`src/shared/apll_pkg.sv`:
```
/*
  Shared constants of the audio clock generator control block.
  Assumes a 20 MHz register clock and word-indexed register addresses.
*/
`default_nettype none
package apll_pkg;
  localparam int          CLK_MHZ         = 20;
  localparam int          CLK_NS          = 1000 / CLK_MHZ;
  // Register indices; byte address is four times the index.
  localparam logic [7:0]  IDX_LOOP_CTRL   = 8'h91;
  localparam logic [7:0]  IDX_FRAC_HIGH   = 8'h92;
  localparam logic [7:0]  IDX_FRAC_LOW    = 8'h93;
  localparam logic [7:0]  IDX_INTEGER     = 8'h94;
  localparam logic [7:0]  IDX_STATUS      = 8'h95;
  localparam logic [7:0]  IDX_OSC_TRIM    = 8'h98;
  localparam logic [7:0]  IDX_REF_EN      = 8'hdc;
  localparam logic [7:0]  IDX_IRQ_STAT    = 8'he0;
  localparam logic [7:0]  IDX_IRQ_MASK    = 8'he1;
  // Field positions.
  localparam int          MODE_LSB        = 6;
  localparam int          SQR_BIT         = 4;
  localparam int          CAL_EN_BIT      = 7;
  localparam int          CAL_START_BIT   = 6;
  localparam int          BIAS_BIT        = 3;
  localparam int          ST_MCLK_BIT     = 0;
  localparam int          ST_LOCK_BIT     = 3;
  localparam int          ST_ACT_BIT      = 4;
  localparam int          ST_SRM_BIT      = 7;
  // Mode codes.
  localparam logic [1:0]  MODE_BYPASS     = 2'h0;
  localparam logic [1:0]  MODE_NORMAL     = 2'h1;
  localparam logic [1:0]  MODE_TRACK      = 2'h2;
  // Clock source codes driven to the clock mux.
  localparam logic [1:0]  SRC_MCLK        = 2'h0;
  localparam logic [1:0]  SRC_LOOP_MCLK   = 2'h1;
  localparam logic [1:0]  SRC_LOOP_WCLK   = 2'h2;
  // Reset values.
  localparam logic [2:0]  RST_INDIV       = 3'h4;
  localparam logic [6:0]  RST_INTEGER     = 7'h20;
  localparam logic        RST_BIAS        = 1'h1;
  // Interrupt event bits.
  localparam int          EV_LOCK         = 0;
  localparam int          EV_SRM_LOCK     = 1;
  localparam int          EV_MCLK_LOST    = 2;
  localparam int          EV_TRIM_DONE    = 3;
  localparam int          NUM_EV          = 4;
  // Timing.
  localparam int          ACT_WINDOW_NS   = 1000;
  localparam int          ACT_WINDOW_CYC  = ACT_WINDOW_NS / CLK_NS;
  localparam int          TRIM_STEP_NS    = 1000;
  localparam int          TRIM_STEP_CYC   = (TRIM_STEP_NS + CLK_NS - 1) / CLK_NS;
endpackage
`default_nettype wire

```
`src/apll_ctrl.sv`:
```
/*
  Control and status logic of the audio clock generator, an APB slave.
  Assumes the analog loop, clock mux, squarer, bias and reference
  oscillator sit outside and take the registered controls driven here.
*/
//
// Contract
// - Bypass code disables loop, clock from master.
// - Normal code enables loop, fixed master multiple.
// - Tracking code follows word clock; code three reserved.
// - Mode field bits seven to six, resets bypass.
// - Bit four enables master clock squarer.
// - Five-bit upper fraction field, resets zero.
// - Eight-bit lower fraction field, resets zero.
// - Integer write commits integer and fraction together.
// - Status bits zero, three, four, seven.
// - Status bit four means active; resets zero.
// - Bit seven enables the trimming engine.
// - Oscillator runs without master clock, out of standby.
// - Writing one to start bit together with bit seven runs trimming.
// - Trim result read-only five bits, resets zero.
// - Bit three enables master bias, resets enabled.
`timescale 1ns/100ps
`default_nettype none
module apll_ctrl
  import apll_pkg::*;
#(
  parameter int ACT_CYC  = ACT_WINDOW_CYC,
  parameter int STEP_CYC = TRIM_STEP_CYC
) (
  input  wire logic        clk_i,
  input  wire logic        srst_i,
  input  wire logic        ce_i,
  input  wire logic        psel_i,
  input  wire logic        penable_i,
  input  wire logic        pwrite_i,
  input  wire logic [9:0]  paddr_i,
  input  wire logic [31:0] pwdata_i,
  output logic [31:0]      prdata_o,
  output logic             pready_o,
  output logic             pslverr_o,
  input  wire logic        mclk_i,
  input  wire logic        wclk_i,
  input  wire logic        loop_lock_i,
  input  wire logic        track_lock_i,
  input  wire logic        osc_fast_i,
  input  wire logic        standby_i,
  output logic             loop_en_o,
  output logic [1:0]       clk_src_o,
  output logic             sqr_en_o,
  output logic [2:0]       ref_band_o,
  output logic [6:0]       fb_int_o,
  output logic [12:0]      fb_frac_o,
  output logic             osc_run_o,
  output logic [4:0]       osc_trim_o,
  output logic             trim_busy_o,
  output logic             bias_en_o,
  output logic             irq_o
);

  logic [1:0]        mode_reg;
  logic              sqr_reg;
  logic [2:0]        band_reg;
  logic [4:0]        frac_hi_reg;
  logic [7:0]        frac_lo_reg;
  logic [6:0]        int_reg;
  logic [7:0]        status_reg;
  logic              cal_en_reg;
  logic [4:0]        trim_reg;
  logic              bias_reg;
  logic [NUM_EV-1:0] irq_stat_reg;
  logic [NUM_EV-1:0] irq_mask_reg;
  logic [NUM_EV-1:0] ev_next;
  logic [4:0]        s1_reg;
  logic [4:0]        s2_reg;
  logic [4:0]        s3_reg;
  logic [4:0]        filt_reg;
  logic [1:0]        edge_prev_reg;
  logic [15:0]       act_cnt_reg [2];
  logic [1:0]        act_reg;
  logic [2:0]        bit_reg;
  logic [15:0]       step_cnt_reg;
  logic [7:0]        status_next;
  logic [7:0]        rd_next;
  logic [7:0]        idx;
  logic              access;
  logic              wr_en;
  logic              mapped;
  logic              loop_on;
  logic              start_trim;

  typedef enum logic {TRIM_IDLE, TRIM_RUN} apll_trim_t;
  apll_trim_t trim_state_reg;

  assign idx     = paddr_i[9:2];
  assign access  = psel_i && penable_i;
  assign wr_en   = access && pready_o && pwrite_i && mapped;
  assign loop_on = (mode_reg == MODE_NORMAL) || (mode_reg == MODE_TRACK);
  assign start_trim = wr_en && (idx == IDX_OSC_TRIM) && pwdata_i[CAL_START_BIT]
                      && pwdata_i[CAL_EN_BIT] && (trim_state_reg == TRIM_IDLE);

  always_comb begin
    mapped = (paddr_i[1:0] == 2'h0);
    unique case (idx)
      IDX_LOOP_CTRL, IDX_FRAC_HIGH, IDX_FRAC_LOW, IDX_INTEGER, IDX_STATUS,
      IDX_OSC_TRIM, IDX_REF_EN, IDX_IRQ_STAT, IDX_IRQ_MASK: begin
      end
      default: begin
        mapped = 1'b0;
      end
    endcase
  end

  always_comb begin
    rd_next = 8'h00;
    unique case (idx)
      IDX_LOOP_CTRL: rd_next = {mode_reg, 1'b0, sqr_reg, 1'b0, band_reg};
      IDX_FRAC_HIGH: rd_next = {3'h0, frac_hi_reg};
      IDX_FRAC_LOW:  rd_next = frac_lo_reg;
      IDX_INTEGER:   rd_next = {1'b0, int_reg};
      IDX_STATUS:    rd_next = status_reg;
      IDX_OSC_TRIM:  rd_next = {cal_en_reg, trim_busy_o, 1'b0, trim_reg};
      IDX_REF_EN:    rd_next = {4'h0, bias_reg, 3'h0};
      IDX_IRQ_STAT:  rd_next = {4'h0, irq_stat_reg};
      IDX_IRQ_MASK:  rd_next = {4'h0, irq_mask_reg};
      default:       rd_next = 8'h00;
    endcase
  end

  // Bus answer one cycle into the access phase.
  always_ff @(posedge clk_i) begin
    if (srst_i) begin
      pready_o  <= 1'b0;
      pslverr_o <= 1'b0;
      prdata_o  <= 32'h0000_0000;
    end else if (ce_i) begin
      pready_o  <= access && !pready_o;
      pslverr_o <= access && !pready_o && !mapped;
      if (access && !pready_o) begin
        prdata_o <= (mapped && !pwrite_i) ? {24'h00_0000, rd_next} : 32'h0000_0000;
      end
    end
  end

  always_ff @(posedge clk_i) begin
    if (srst_i) begin
      mode_reg    <= MODE_BYPASS;
      sqr_reg     <= 1'b0;
      band_reg    <= RST_INDIV;
      frac_hi_reg <= 5'h00;
      frac_lo_reg <= 8'h00;
      int_reg     <= RST_INTEGER;
      cal_en_reg  <= 1'b0;
      bias_reg    <= RST_BIAS;
      irq_mask_reg <= '0;
    end else if (ce_i && wr_en) begin
      unique case (idx)
        IDX_LOOP_CTRL: begin
          mode_reg <= pwdata_i[MODE_LSB +: 2];
          sqr_reg  <= pwdata_i[SQR_BIT];
          band_reg <= pwdata_i[2:0];
        end
        IDX_FRAC_HIGH: frac_hi_reg <= pwdata_i[4:0];
        IDX_FRAC_LOW:  frac_lo_reg <= pwdata_i[7:0];
        IDX_INTEGER:   int_reg <= pwdata_i[6:0];
        IDX_OSC_TRIM:  cal_en_reg <= pwdata_i[CAL_EN_BIT];
        IDX_REF_EN:    bias_reg <= pwdata_i[BIAS_BIT];
        IDX_IRQ_MASK:  irq_mask_reg <= pwdata_i[NUM_EV-1:0];
        default: begin
        end
      endcase
    end
  end

  // The loop sees the feedback divider only when the integer is written.
  always_ff @(posedge clk_i) begin
    if (srst_i) begin
      fb_int_o  <= RST_INTEGER;
      fb_frac_o <= 13'h0000;
    end else if (ce_i && wr_en && idx == IDX_INTEGER) begin
      fb_int_o  <= pwdata_i[6:0];
      fb_frac_o <= {frac_hi_reg, frac_lo_reg};
    end
  end

  always_ff @(posedge clk_i) begin
    if (srst_i) begin
      loop_en_o  <= 1'b0;
      clk_src_o  <= SRC_MCLK;
      sqr_en_o   <= 1'b0;
      ref_band_o <= RST_INDIV;
      bias_en_o  <= RST_BIAS;
      osc_run_o  <= 1'b0;
    end else if (ce_i) begin
      loop_en_o  <= loop_on;
      unique case (mode_reg)
        MODE_NORMAL: clk_src_o <= SRC_LOOP_MCLK;
        MODE_TRACK:  clk_src_o <= SRC_LOOP_WCLK;
        default:     clk_src_o <= SRC_MCLK;
      endcase
      sqr_en_o   <= sqr_reg;
      ref_band_o <= band_reg;
      bias_en_o  <= bias_reg;
      osc_run_o  <= !status_reg[ST_MCLK_BIT] && !standby_i;
    end
  end

  // Pin inputs: three flops, a change counts when the last two agree.
  always_ff @(posedge clk_i) begin
    if (srst_i) begin
      s1_reg   <= '0;
      s2_reg   <= '0;
      s3_reg   <= '0;
      filt_reg <= '0;
    end else if (ce_i) begin
      s1_reg   <= {osc_fast_i, track_lock_i, loop_lock_i, wclk_i, mclk_i};
      s2_reg   <= s1_reg;
      s3_reg   <= s2_reg;
      filt_reg <= (s2_reg & s3_reg) | (filt_reg & (s2_reg | s3_reg));
    end
  end

  // A clock counts as present while edges keep arriving in the window.
  always_ff @(posedge clk_i) begin
    if (srst_i) begin
      edge_prev_reg <= '0;
      act_reg       <= '0;
      for (int i = 0; i < 2; i++) begin
        act_cnt_reg[i] <= 16'h0000;
      end
    end else if (ce_i) begin
      edge_prev_reg <= filt_reg[1:0];
      for (int i = 0; i < 2; i++) begin
        if (filt_reg[i] != edge_prev_reg[i]) begin
          act_cnt_reg[i] <= 16'(ACT_CYC);
          act_reg[i]     <= 1'b1;
        end else if (act_cnt_reg[i] != 16'h0000) begin
          act_cnt_reg[i] <= act_cnt_reg[i] - 16'h0001;
        end else begin
          act_reg[i] <= 1'b0;
        end
      end
    end
  end

  always_comb begin
    status_next = 8'h00;
    status_next[ST_MCLK_BIT] = act_reg[0];
    status_next[ST_LOCK_BIT] = loop_on && filt_reg[2];
    status_next[ST_ACT_BIT]  = loop_on && ((mode_reg == MODE_TRACK) ? act_reg[1] : act_reg[0]);
    status_next[ST_SRM_BIT]  = (mode_reg == MODE_TRACK) && filt_reg[3];
  end

  always_ff @(posedge clk_i) begin
    if (srst_i) begin
      status_reg <= 8'h00;
    end else if (ce_i) begin
      status_reg <= status_next;
    end
  end

  // Successive approximation of the trim code, one bit per step.
  always_ff @(posedge clk_i) begin
    if (srst_i) begin
      trim_state_reg <= TRIM_IDLE;
      bit_reg        <= 3'h0;
      step_cnt_reg   <= 16'h0000;
      osc_trim_o     <= 5'h00;
      trim_reg       <= 5'h00;
      trim_busy_o    <= 1'b0;
    end else if (ce_i) begin
      unique case (trim_state_reg)
        TRIM_IDLE: begin
          if (start_trim) begin
            trim_state_reg <= TRIM_RUN;
            trim_busy_o    <= 1'b1;
            bit_reg        <= 3'h4;
            step_cnt_reg   <= 16'(STEP_CYC);
            osc_trim_o     <= 5'h10;
          end
        end
        TRIM_RUN: begin
          if (!cal_en_reg) begin
            trim_state_reg <= TRIM_IDLE;
            trim_busy_o    <= 1'b0;
            osc_trim_o     <= trim_reg;
          end else if (step_cnt_reg != 16'h0001) begin
            step_cnt_reg <= step_cnt_reg - 16'h0001;
          end else begin
            step_cnt_reg <= 16'(STEP_CYC);
            if (bit_reg == 3'h0) begin
              trim_state_reg <= TRIM_IDLE;
              trim_busy_o    <= 1'b0;
              osc_trim_o[0]  <= !filt_reg[4];
              trim_reg       <= {osc_trim_o[4:1], !filt_reg[4]};
            end else begin
              osc_trim_o[bit_reg]         <= !filt_reg[4];
              osc_trim_o[bit_reg - 3'h1] <= 1'b1;
              bit_reg                     <= bit_reg - 3'h1;
            end
          end
        end
      endcase
    end
  end

  always_comb begin
    ev_next = '0;
    ev_next[EV_LOCK]      = status_next[ST_LOCK_BIT] && !status_reg[ST_LOCK_BIT];
    ev_next[EV_SRM_LOCK]  = status_next[ST_SRM_BIT] && !status_reg[ST_SRM_BIT];
    ev_next[EV_MCLK_LOST] = !status_next[ST_MCLK_BIT] && status_reg[ST_MCLK_BIT];
    ev_next[EV_TRIM_DONE] = (trim_state_reg == TRIM_RUN) && cal_en_reg
                            && step_cnt_reg == 16'h0001 && bit_reg == 3'h0;
  end

  // Sticky events; a new event wins over a write-one clear.
  always_ff @(posedge clk_i) begin
    if (srst_i) begin
      irq_stat_reg <= '0;
      irq_o        <= 1'b0;
    end else if (ce_i) begin
      if (wr_en && idx == IDX_IRQ_STAT) begin
        irq_stat_reg <= (irq_stat_reg & ~pwdata_i[NUM_EV-1:0]) | ev_next;
      end else begin
        irq_stat_reg <= irq_stat_reg | ev_next;
      end
      irq_o <= |(irq_stat_reg & irq_mask_reg);
    end
  end
endmodule
`default_nettype wire

```
`config.mk`:
```
export PLATFORM = sky130hd
export DESIGN_NAME = apll_ctrl
export DESIGN_NICKNAME = d
export VERILOG_FILES = /design/src/shared/apll_pkg.sv /design/src/apll_ctrl.sv
export SDC_FILE = /design/constraint.sdc
export NUM_CORES = 1
export LEC_CHECK = 0
export ABC_AREA = 1
export BUFFER_PORTS_ARGS = -buffer_cell sky130_fd_sc_hd__buf_4
export CORE_ASPECT_RATIO = 0.8
export CORE_UTILIZATION = 30
export CTS_BUF_LIST = sky130_fd_sc_hd__clkbuf_4 sky130_fd_sc_hd__clkbuf_8
export CTS_CLUSTER_SIZE = 28
export DETAILED_ROUTE_END_ITERATION = 6
export PLACE_DENSITY = 0.49
export SLEW_MARGIN = 20
export SYNTH_ARGS = -nofsm -noshare
export SYNTH_HDL_FRONTEND = slang
export SYNTH_SLANG_ARGS = --single-unit
```
`constraint.sdc`:
```
create_clock -name clk_i -period 2.8 [get_ports clk_i]
set_input_delay 0.14 -clock clk_i [delete_from_list [all_inputs] [get_ports clk_i]]
set_output_delay 0.14 -clock clk_i [all_outputs]
set_load 0.005 [all_outputs]
```
# == Word-level counts from Yosys, hierarchy flattened ==
# Memories as Yosys holds them, arrays and structs flattened.
# Cells that the tools add are included.
# totals
ff_bits,159
ram_bits,32
input_bits,54
mem_count,1
# memory_table
name,depth,word_bits,rd,rd_ports_with_merged_regs,wr,line_no,rtl
act_cnt_reg,2,16,2,0,2,apll_ctrl.sv:79,logic [15:0] act_cnt_reg [2];
# classes
addsub,4
n_lt_le_gt_ge,4
n_eq_ne,24
n_mux,64
bitwise_logic,16
reduce_logical,58
# op_table
operator,n
16-bit 2-to-1 mux,7
"8-bit == test, second input constant",9
8-bit one-hot mux with 9 select lines,1
"16-bit by 1-bit subtractor with 16-bit output, second input constant",3
1-bit 2-to-1 mux,37
16-bit one-hot mux with 2 select lines,1
16-bit nonzero test,2
1-bit logical AND,26
2-bit AND reduction,10
"16-bit by 1-bit == test with 1-bit output, second input constant",1
"16-bit by 1-bit inequality test with 1-bit output, second input constant",1
5-bit 2-to-1 mux,3
5-bit OR,3
3-bit 2-to-1 mux,4
"2-bit inequality test, second input constant",6
5-bit AND,2
5-bit one-hot mux with 2 select lines,1
5-bit AND reduction,2
1-bit zero test,9
9-bit OR reduction,1
4-bit AND,2
"3-bit by 4-bit less-than comparator with 1-bit output, second input constant",2
4-bit 2-to-1 mux,2
8-bit 2-to-1 mux,1
other kinds (22),34

# == Logic depth before layout (Yosys ltp) ==
# Gate-level depths: netlist (run 1).
# logic_depth
depth_word,10
ltp_mapped,14
ltp_nobuf,14

# == Worst setup path after synthesis (run 1) ==
# Ideal clock, no wire load.
# synth_timing
path_kind,register to register
startpoint,memory act_cnt_reg[0][0]
endpoint,"memory act_cnt_reg[0][0], enable pin"
setup_time_ps,417
t_arrival_ps,1907
t_required_ps,2383
path_slack_ps,476
path_stages_with_launch,9
synth_period_minus_slack_ps,2324
cell_sequence,edfxtp_1 -> inv_1 -> ha_1 -> nand3_1 -> nor4_1 -> inv_1 -> nand3_1 -> clkbuf_1 -> nand3_1
# synth_lines
item,line_no
start: declaration,apll_ctrl.sv:79

==> metrics.csv, run 1 <==
metric;value;unit
outcome;finished clean;
antenna_found_initial;0;
gr-usage-all-layers;15.6;%
rsz0062_at_grt;false;
hold_class;input pin to flop;
grt_pass1_vias;6366;
root_buffer;clkbuf_8;
fp.dieW;182;um
synth-seq-cells;160;
remaining_drc_errors;0;
drive_gt1_share;12.0;%
worstMarginPinSlew;804;ps
ant_nets;0;
largest_reg_flops;32;
layout_min_cycle_time;2220;ps
io_pins;124;
drt-initial-drc-count;414;
syn_avg_cell_area;7.36;um2
synth-warning-count;0;
cts_tree;yes;
p_switching;1410;uW
die_area;26600;um2
end_kind;flop;
worst_setup_path_start_kind;flop;
max_slew_margin;46.4;%
ys_types;40;
cp.arrival;2430;ps
area_growth_syn_to_layout;17.4;%
maxCapViolCount;0;
wl;20.2;mm
peakVddDrop;263;uV
hold_viol;0;
coreArea;25400;um2
die_h;146;um
timing.fmax;450;MHz
yosys.area.top_type_share;32.9;%
buffer_ports.inserted;75;
synth_area;7790;um2
clk_latency;470;ps
clock_sinks;160;
final_max_slew_viol_count;0;
ctsResizeCount;0;
max_stage_delay;450;ps
start_util;30.7;%
wl_per_cell;13.7;um
min-delay-start;srst_i;
diodes;0;
via_per_inst;4.66;
p_leak;0.00386;uW
seqPwrFrac;53.1;%
p_per_area;513;nW/um2
cts-htree-levels;4;
holdWs;96.7;ps
required;3000;ps
grt_max_degree;69;
grt_pass1_wl;33.2;mm
rr_startpoint;act_cnt_reg[1][7]$_SDFFCE_PN0P_;
skew;17.1;ps
p_int;3290;uW
swShare;30.0;%
cp_cell_sequence;nor2_1 > inv_1 > nor2_1 > nand3_1 > nor4_1 > nor2_1 > nand2_1 > nand3_1 > buf_4;
num-nets-final;1207;
fillers;2720;
crit_fanout;16;
hpwl;14.3;mm
setup_viol;0;
finalWeightedCongestion;0.841;
row_count;52;
grt.overflow.total;0;
yosys.area.top_type;dfxtp_1;
cp_common_cell;nor2_1;
criticalPathCategory;flop to flop;
tns;0;ps
async_flop_share;0;%
synth_area_leaders;dfxtp_1, edfxtp_1, nor2_1;
firstDrtPassIters;4;
vias;6898;
comb_power_share;10.1;%
synth_ff_type;dfxtp_1;
power.share.clock;36.8;%
crit_path_top_delay_cell;edfxtp_1;
startpoint;act_cnt_reg[1][7]$_SDFFCE_PN0P_;
min_period_over_period;79.4;%
synth_enable_flop_cells;32;
yosysSeqAreaShare;45.2;%
clock_path_buffers;2;
synthCells;1058;
cts_buffers;17;
path_clk_slew;90;ps
-- through the flow --
stage / std cells / instance area (um2) / power, uW / worst slack (ps) / util, %
after floorplan: 1081 / 7870 / 2870 / 476 / -
after global placement: 1434 / 8620 / 3010 / 498 / 34.0
after detailed placement: 1434 / 8620 / 3010 / 477 / 34.0
after CTS: 1479 / 9150 / 4760 / 576 / 36.0
after global routing: 1479 / 9150 / 4930 / 384 / 36.0
final: 1479 / 9150 / 4690 / 578 / 36.0
-- logic make-up (layout without fill, tap and decap cells) --
logic type      after synthesis  in the layout  share of synthesized area, %
compound gates              236            236                          16.1
xor+xnor                     26             26                          2.92
fa+ha+maj                    11             11                          1.77
buf+inv                     173            247                          9.77
flops                       160            160                          45.2
other cells                   1             24                        0.0482
simple gates                451            451                          24.1
-- critical path: cells and delay by family, from the launching register on --
| family | cells | cell delay [ps] |
|---|---|---|
| buffers and inverters | 2 | 270 |
| flip-flops | 1 | 450 |
| AND/OR/NAND/NOR | 7 | 1250 |
-- Yosys cell counts (2+ instances only) --
| cell type | count |
|---|---|
| nor2_1 | 188 |
| nand2_1 | 183 |
| dfxtp_1 | 128 |
| a21oi_1 | 116 |
| inv_1 | 108 |
| o21ai_0 | 85 |
| nand3_1 | 35 |
| edfxtp_1 | 32 |
| buf_4 | 28 |
| clkbuf_1 | 23 |
| xor2_1 | 17 |
| nand4_1 | 15 |
| ha_1 | 11 |
| nor3_1 | 9 |
| xnor2_1 | 9 |
| o21ai_1 | 6 |
| o22ai_1 | 6 |
| buf_2 | 5 |
| nor4_1 | 5 |
| inv_2 | 4 |
| nand2_2 | 4 |
| o2111ai_1 | 4 |
| o211ai_1 | 4 |
| or2_2 | 4 |
| a211oi_1 | 3 |
| a221oi_1 | 3 |
| buf_1 | 3 |
| a22oi_1 | 2 |
| a31oi_1 | 2 |
| clkinv_1 | 2 |
| nand3_2 | 2 |
| nor2_4 | 2 |
| o21a_1 | 2 |
| o31ai_1 | 2 |
-- cell type report --
class                   count  area [um2]  area share, %
flip-flops and latches    160        3520           38.5
multi-input cells         748        3590           39.2
inverters                 114         428           4.68
well taps                 324         405           4.43
repair buffers            101         803           8.78
clock buffers              17         234           2.56
clock inverters            15         163           1.78
-- layout by cell type, fill, tap and decap left out, drive strengths merged --
cell	count
a211oi	3
a21oi	116
a221oi	3
a22oi	2
a31oi	2
a41oi	1
buf	88
clkbuf	17
clkinv	8
clkinvlp	1
conb	24
dfxtp	128
dlygate4sd3	13
edfxtp	32
ha	11
inv	120
nand2	188
nand3	37
nand4	16
nor2	190
nor3	10
nor3b	1
nor4	5
o2111ai	4
o211ai	4
o21a	2
o21ai	91
o22ai	6
o31ai	2
or2	4
xnor2	9
xor2	17
-- power groups by stage --
stage	Combinational [uW]	Clock, uW	Sequential, uW
detailed placement	464	0	2540
floorplan	345	0	2530
CTS	480	1790	2490
global placement	463	0	2540
global route	545	1880	2500
finish	474	1730	2490
-- routing by layer --
layer	track usage, %	share of wire (%)
met2	23.6	42
met4	4.29	0.91
met1	22.6	53
met5	0	0
met3	3.07	4.3
-- worst paths after layout --
check | end | slack, ps | cells after the start
max | act_cnt_reg[1][3]$_SDFFCE_PN0P_ | 580 | 9
min | irq_stat_reg[1]$_SDFFE_PP0P_ | 100 | 4
max reg2reg | act_cnt_reg[1][3]$_SDFFCE_PN0P_ | 580 | 9
min reg2reg | step_cnt_reg[1]$_SDFFE_PP0P_ | 470 | 2
-- timing repair --
| item | 4_1_cts | 5_1_grt |
|---|---|---|
| hold endpoints to repair | 25 | 0 |
| buffers inserted | 0 | 0 |
| hold buffers | 13 | 0 |
Power figures use the tool's default switching activity.
==> run 2, diff against run 1 <==
- PLACE_DENSITY: 0.49 -> 0.5
- clock period: 2.8 -> 1.9 ns (I/O delays scaled with it)
==> metrics.csv, run 2 (same netlist as run 1, synthesis figures left out) <==
metric;value;unit;change
outcome;finished clean;;
layout_min_cycle_time;1820;ps;-398 ps
grt_max_degree;50;;-28%
hpwl;15.1;mm;+4.9%
antenna_found_initial;0;;unchanged
p_per_area;717;nW/um2;+40%
finalWeightedCongestion;0.820;;-2.6%
min-delay-start;pwdata_i[0];;
start_util;30.7;%;unchanged
end_kind;flop;;
coreArea;25400;um2;unchanged
rsz0062_at_grt;true;;
row_count;52;;unchanged
worstMarginPinSlew;576;ps;-228 ps
final_cell_mix;nand2_1, nor2_1, buf_4, dfxtp_1, a21oi_1;;
hold_viol;0;;unchanged
timing.fmax;548;MHz;+22%
largest_reg_flops;32;;unchanged
firstDrtPassIters;5;;+1
placedCellCount;1494;;+4.2%
power.share.clock;35.7;%;-1.1 points
gr-usage-all-layers;15.8;%;+0.16 points
final_max_slew_viol_count;0;;unchanged
placed_cell_area;9090;um2;+5.5%
p_leak;0.00429;uW;+11%
die_area;26600;um2;unchanged
clk_latency;470;ps;about the same
stdcell_area;9980;um2;+9.1%
area_growth_syn_to_layout;28.2;%;
final_cell_count_no_fill;1555;;+5.1%
fillers;2658;;-2.3%
hold_class;input pin to flop;;
total_power;7150;uW;+52%
cp_cell_sequence;inv_2 > ha_4 > nand3_2 > nor4_2 > buf_4 > nor2_4 > nand2_4 > nand3_4 > clkbuf_16;;
min_period_over_period;96.0;%;+17 points
drive_gt1_share;20.7;%;+8.7 points
criticalPathCategory;flop to flop;;
grt.overflow.total;0;;unchanged
swShare;28.3;%;-1.7 points
num-nets-final;1283;;+6.3%
grt_pass1_wl;33.6;mm;+1.3%
max_slew_margin;61.6;%;+15 points
wl;21.1;mm;+4.5%
drt-initial-drc-count;495;;+20%
clock_sinks;160;;unchanged
vias;7157;;+3.8%
post-route-util;39.3;%;+3.3 points
cts_buffers;17;;unchanged
wl_per_cell;13.6;um;-0.56%
ant_nets;0;;unchanged
holdPathEnd;band_reg[0]$_SDFFE_PP0P_;;
cts_tree;yes;;
r2r_slack;80;ps;-500 ps
rr_endpoint;act_cnt_reg[1][5]$_SDFFCE_PN0P_;;
setup_viol;0;;unchanged
seqPwrFrac;51.1;%;-2.0 points
buffer_ports.inserted;75;;unchanged
cp.arrival;2060;ps;-370 ps
maxCapViolCount;0;;unchanged
cts-htree-levels;4;;unchanged
rr_startpoint;act_cnt_reg[1][0]$_SDFFCE_PN0P_;;
fp.dieW;182;um;unchanged
remaining_drc_errors;0;;unchanged
final_common_cell;nand2_1;;
crit_path_top_delay_cell;edfxtp_1;;
multi_input_comb_area;3830;um2;+6.7%
min_path_cells;3;;-1
p_switching;2020;uW;+44%
grt_pass1_vias;6613;;+3.9%
worst_setup_path_start_kind;flop;;
diodes;0;;unchanged
io_pins;124;;unchanged
crit_fanout;7;;-9
final-seq-area;3520;um2;about the same
via_per_inst;4.60;;-1.3%
skew;14.1;ps;-3.00 ps
reg2regPathDepth;9;;unchanged
clock_path_buffers;2;;unchanged
max_stage_delay;440;ps;about the same
root_buffer;clkbuf_8;;
die_h;146;um;unchanged
comb_power_share;13.3;%;+3.2 points
required;2130;ps;-870 ps
path_clk_slew;90;ps;about the same
peakVddDrop;450;uV;+71%
p_int;5130;uW;+56%
run 2: cell count changes in the layout (fill, tap and decap cells not counted), sizes merged:
cell,delta
clkbuf,+4
dlygate4sd3,+1
nand3,+1
buf,+73
clkinv,-2
inv,-4
bufinv,+1
clkinvlp,+2
run 2: worst max path at each step:
stage,start,endpoint,slack (ps),cells past startpoint
after global routing,act_cnt_reg[1][0]$_SDFFCE_PN0P_,act_cnt_reg[1][10]$_SDFFCE_PN0P_,-50,9
after floorplan,act_cnt_reg[0][0]$_SDFFCE_PN0P_,act_cnt_reg[0][0]$_SDFFCE_PN0P_,-0.9,8
after global placement,act_cnt_reg[1][7]$_SDFFCE_PN0P_,act_cnt_reg[1][11]$_SDFFCE_PN0P_,-110,9
after CTS,act_cnt_reg[1][7]$_SDFFCE_PN0P_,act_cnt_reg[1][2]$_DFFE_PP_,3,11
after detailed placement,act_cnt_reg[1][7]$_SDFFCE_PN0P_,act_cnt_reg[1][11]$_SDFFCE_PN0P_,-150,9
final,act_cnt_reg[1][0]$_SDFFCE_PN0P_,act_cnt_reg[1][5]$_SDFFCE_PN0P_,80,9
run 2: critical path, delay by kind of cell, from the launching register on:
family	cells	cell delay, ps
buffers and inverters	3	450
AND/OR/NAND/NOR	5	560
flip-flops	1	440
adder cells (fa/ha/maj)	1	130
run 2: power groups by stage:
stage	Combinational [uW]	Sequential [uW]	Clock (uW)
CTS	856	3650	2620
finish	950	3650	2550
global route	1070	3670	2760
detailed placement	816	3730	0
floorplan	515	3720	0
global placement	817	3730	0
run 2: layer usage:
metal	global-route usage, %	share of wire (%)
met2	23.5	43
met3	3.19	4.2
met1	23.3	52
met5	0	0
met4	3.49	0.82
run 2: area by class of cell:
type / instances / area share [%]
multi-input cells: 749 / 38.4
flip-flops and latches: 160 / 35.3
repair buffers: 176 / 14.1
inverters: 114 / 4.29
well taps: 324 / 4.06
clock buffers: 20 / 2.63
clock inverters: 12 / 1.25
run 2: timing repair:
| item | CTS | global route |
|---|---|---|
| resized for setup | 4 | 52 |
| setup buffers | 2 | 11 |
| endpoints found under the setup margin | 32 | 78 |
| hold buffers | 14 | 0 |
| pin swaps | 1 | 11 |
| endpoints found under the hold margin | 29 | 0 |
| cloned | 0 | 2 |
run 2: per-stage QoR:
step	setup WS (ps)	TNS, ps	hold WS [ps]
detailed placement	-150	-4440	332
CTS	3.10	0	23.8
global route	-54.9	-751	21.4
global placement	-106	-2110	323
floorplan	-0.947	-15.2	221
finish	75.8	0	34.4
==> run 3, diff against run 2 <==
- CORE_ASPECT_RATIO: 0.8 -> not set
==> metrics.csv, run 3 (same netlist as run 1, synthesis figures left out) <==
metric;value;unit;change
outcome;finished clean;;
start_util;30.7;%;+0.058 points
post-route-util;38.7;%;-0.68 points
largest_reg_flops;32;;unchanged
cts_buffers;17;;unchanged
final_cell_mix;nand2_1, nor2_1, buf_4, dfxtp_1, a21oi_1;;
path_clk_slew;100;ps;about the same
hpwl;15.2;mm;+0.87%
via_per_inst;4.62;;+0.44%
row_count;58;;+12%
clock_path_buffers;2;;unchanged
end_kind;flop;;
layout_min_cycle_time;1810;ps;-13.6 ps
num-nets-final;1270;;-1.0%
min-delay-start;paddr_i[0];;
gr-usage-all-layers;16.4;%;+0.56 points
hold_class;input pin to flop;;
rr_startpoint;act_cnt_reg[0][8]$_SDFFCE_PN0P_;;
worstMarginPinSlew;811;ps;+235 ps
diodes;0;;unchanged
cp.arrival;2030;ps;-30 ps
ant_nets;0;;unchanged
max_slew_margin;45.9;%;-16 points
finalWeightedCongestion;0.895;;+9.2%
cts_tree;yes;;
crit_path_top_delay_cell;edfxtp_1;;
crit_buf_inv;2;;-1
p_per_area;718;nW/um2;+0.25%
wl;20.9;mm;-1.1%
remaining_drc_errors;0;;unchanged
cts-htree-levels;4;;unchanged
rr_endpoint;act_cnt_reg[0][15]$_SDFFCE_PN0P_;;
die_area;26600;um2;about the same
root_buffer;clkbuf_8;;
layout_setup_ws;89.3;ps;+13.6 ps
final_common_cell;nand2_1;;
fillers;2692;;+1.3%
power.share.clock;35.6;%;about the same
comb_power_share;12.4;%;-0.9 points
timing.fmax;552;MHz;+0.75%
placedCellCount;1492;;-0.13%
vias;7156;;-0.014%
antenna_found_initial;0;;unchanged
clock_sinks;160;;unchanged
fp.dieW;163;um;-10%
drt-initial-drc-count;397;;-20%
grt_max_degree;69;;+38%
clk_latency;460;ps;about the same
rsz0062_at_grt;true;;
swShare;29.9;%;+1.7 points
skew;13.7;ps;-0.324 ps
coreArea;25300;um2;-0.19%
grt_pass1_vias;6605;;-0.12%
die_h;163;um;+12%
wl_per_cell;13.5;um;-0.67%
grt.overflow.total;0;;unchanged
multi_input_comb_area;3750;um2;-2.0%
worst_setup_path_start_kind;flop;;
peakVddDrop;435;uV;-3.4%
min_path_cells;4;;+1
crit_fanout;10;;+3
seqPwrFrac;52.0;%;+0.9 points
criticalPathCategory;flop to flop;;
drive_gt1_share;19.4;%;-1.3 points
r2r_slack;90;ps;about the same
hold_viol;0;;unchanged
firstDrtPassIters;6;;+1
required;2120;ps;about the same
final-seq-area;3520;um2;about the same
cp_cell_sequence;nor2_2 > nand4_1 > nor4_2 > inv_1 > nand3_4 > buf_4 > a21oi_1 > o21a_1;;
max_stage_delay;420;ps;-20 ps
crit_family;simple AND/OR/NAND/NOR gates;;
final_max_slew_viol_count;0;;unchanged
area_growth_syn_to_layout;25.7;%;
dp_slack;-99.3;ps;+51.0 ps
setup_viol;0;;unchanged
min_period_over_period;95.3;%;-0.71 points
final_cell_count_no_fill;1548;;-0.45%
grt_pass1_wl;34.3;mm;+2.2%
io_pins;124;;unchanged
holdPathEnd;trim_state_reg$_SDFFE_PP0P_;;
p_leak;0.00419;uW;-2.4%
holdWs;78.7;ps;+44.3 ps
tns;0;ps;unchanged
p_switching;2110;uW;+4.1%
maxCapViolCount;0;;unchanged
buffer_ports.inserted;75;;unchanged
reg2regPathDepth;8;;-1
p_int;4930;uW;-3.9%
[run 3: cell types whose count changed in the layout (fill, tap and decap cells not counted), moves of 3 or more]
| cell | previous run | this run |
|---|---|---|
| inv_1 | 99 | 102 |
| buf_4 | 157 | 148 |
| o21ai_1 | 8 | 11 |
| nor2_2 | 7 | 10 |
| inv_8 | 2 | 5 |
[run 3: power by group through the flow]
stage               Combinational [uW]  Clock (uW)  Sequential, uW
floorplan                          515           0            3720
global placement                   802           0            3730
detailed placement                 803           0            3730
CTS                                844        2590            3650
global route                       991        2720            3670
finish                             874        2500            3660
[run 3: area by class of cell]
| class | instances | area share [%] |
|---|---|---|
| multi-input cells | 748 | 38.3 |
| flip-flops and latches | 160 | 36.0 |
| repair buffers | 164 | 13.2 |
| well taps | 330 | 4.22 |
| clock inverters | 15 | 1.51 |
| inverters | 114 | 4.37 |
| clock buffers | 17 | 2.39 |
[run 3: how the worst max path moves through the flow]
stage / from / endpoint / cells past startpoint
floorplan: act_cnt_reg[0][0]$_SDFFCE_PN0P_ / act_cnt_reg[0][0]$_SDFFCE_PN0P_ / 8
detailed placement: act_cnt_reg[1][6]$_SDFFCE_PN0P_ / act_cnt_reg[1][14]$_SDFFCE_PN0P_ / 11
CTS: act_cnt_reg[0][0]$_SDFFCE_PN0P_ / act_cnt_reg[0][8]$_SDFFCE_PN0P_ / 9
finish: act_cnt_reg[0][8]$_SDFFCE_PN0P_ / act_cnt_reg[0][15]$_SDFFCE_PN0P_ / 8
global placement: act_cnt_reg[1][0]$_SDFFCE_PN0P_ / act_cnt_reg[1][15]$_SDFFCE_PN0P_ / 8
global route: act_cnt_reg[0][10]$_SDFFCE_PN0P_ / act_cnt_reg[0][13]$_SDFFCE_PN0P_ / 8
[run 3: routing by layer]
layer	part of all wire, %	track usage [%]	routed length, um	up-vias
met1	48	21.7	9980	3290
met2	47	26.9	9850	132
met4	1.0	4.25	213	0
li1	-	-	-	3721
met3	4.1	3.33	852	13
met5	0	0	0	-
[run 3: stage by stage]
stage / total power (uW) / instance area [um2]
6_report: 7030 / 9790
5_1_grt: 7380 / 9790
4_1_cts: 7090 / 9630
3_5_place_dp: 4530 / 9040
3_3_place_gp: 4530 / 9040
2_1_floorplan: 4240 / 7900
[run 3: repair_timing]
| item | 4_1_cts | 5_1_grt |
|---|---|---|
| hold buffers | 14 | 0 |
| buffers inserted | 3 | 7 |
| endpoints found under the hold margin | 28 | 0 |
| endpoints found under the setup margin | 52 | 73 |
| pin swaps | 4 | 8 |
| resized for setup | 8 | 35 |
[run 3: worst min-delay path: stages]
cell	delay, ps
buf_4	80
nor2_1	80
nand4_1	170
a21oi_1	80
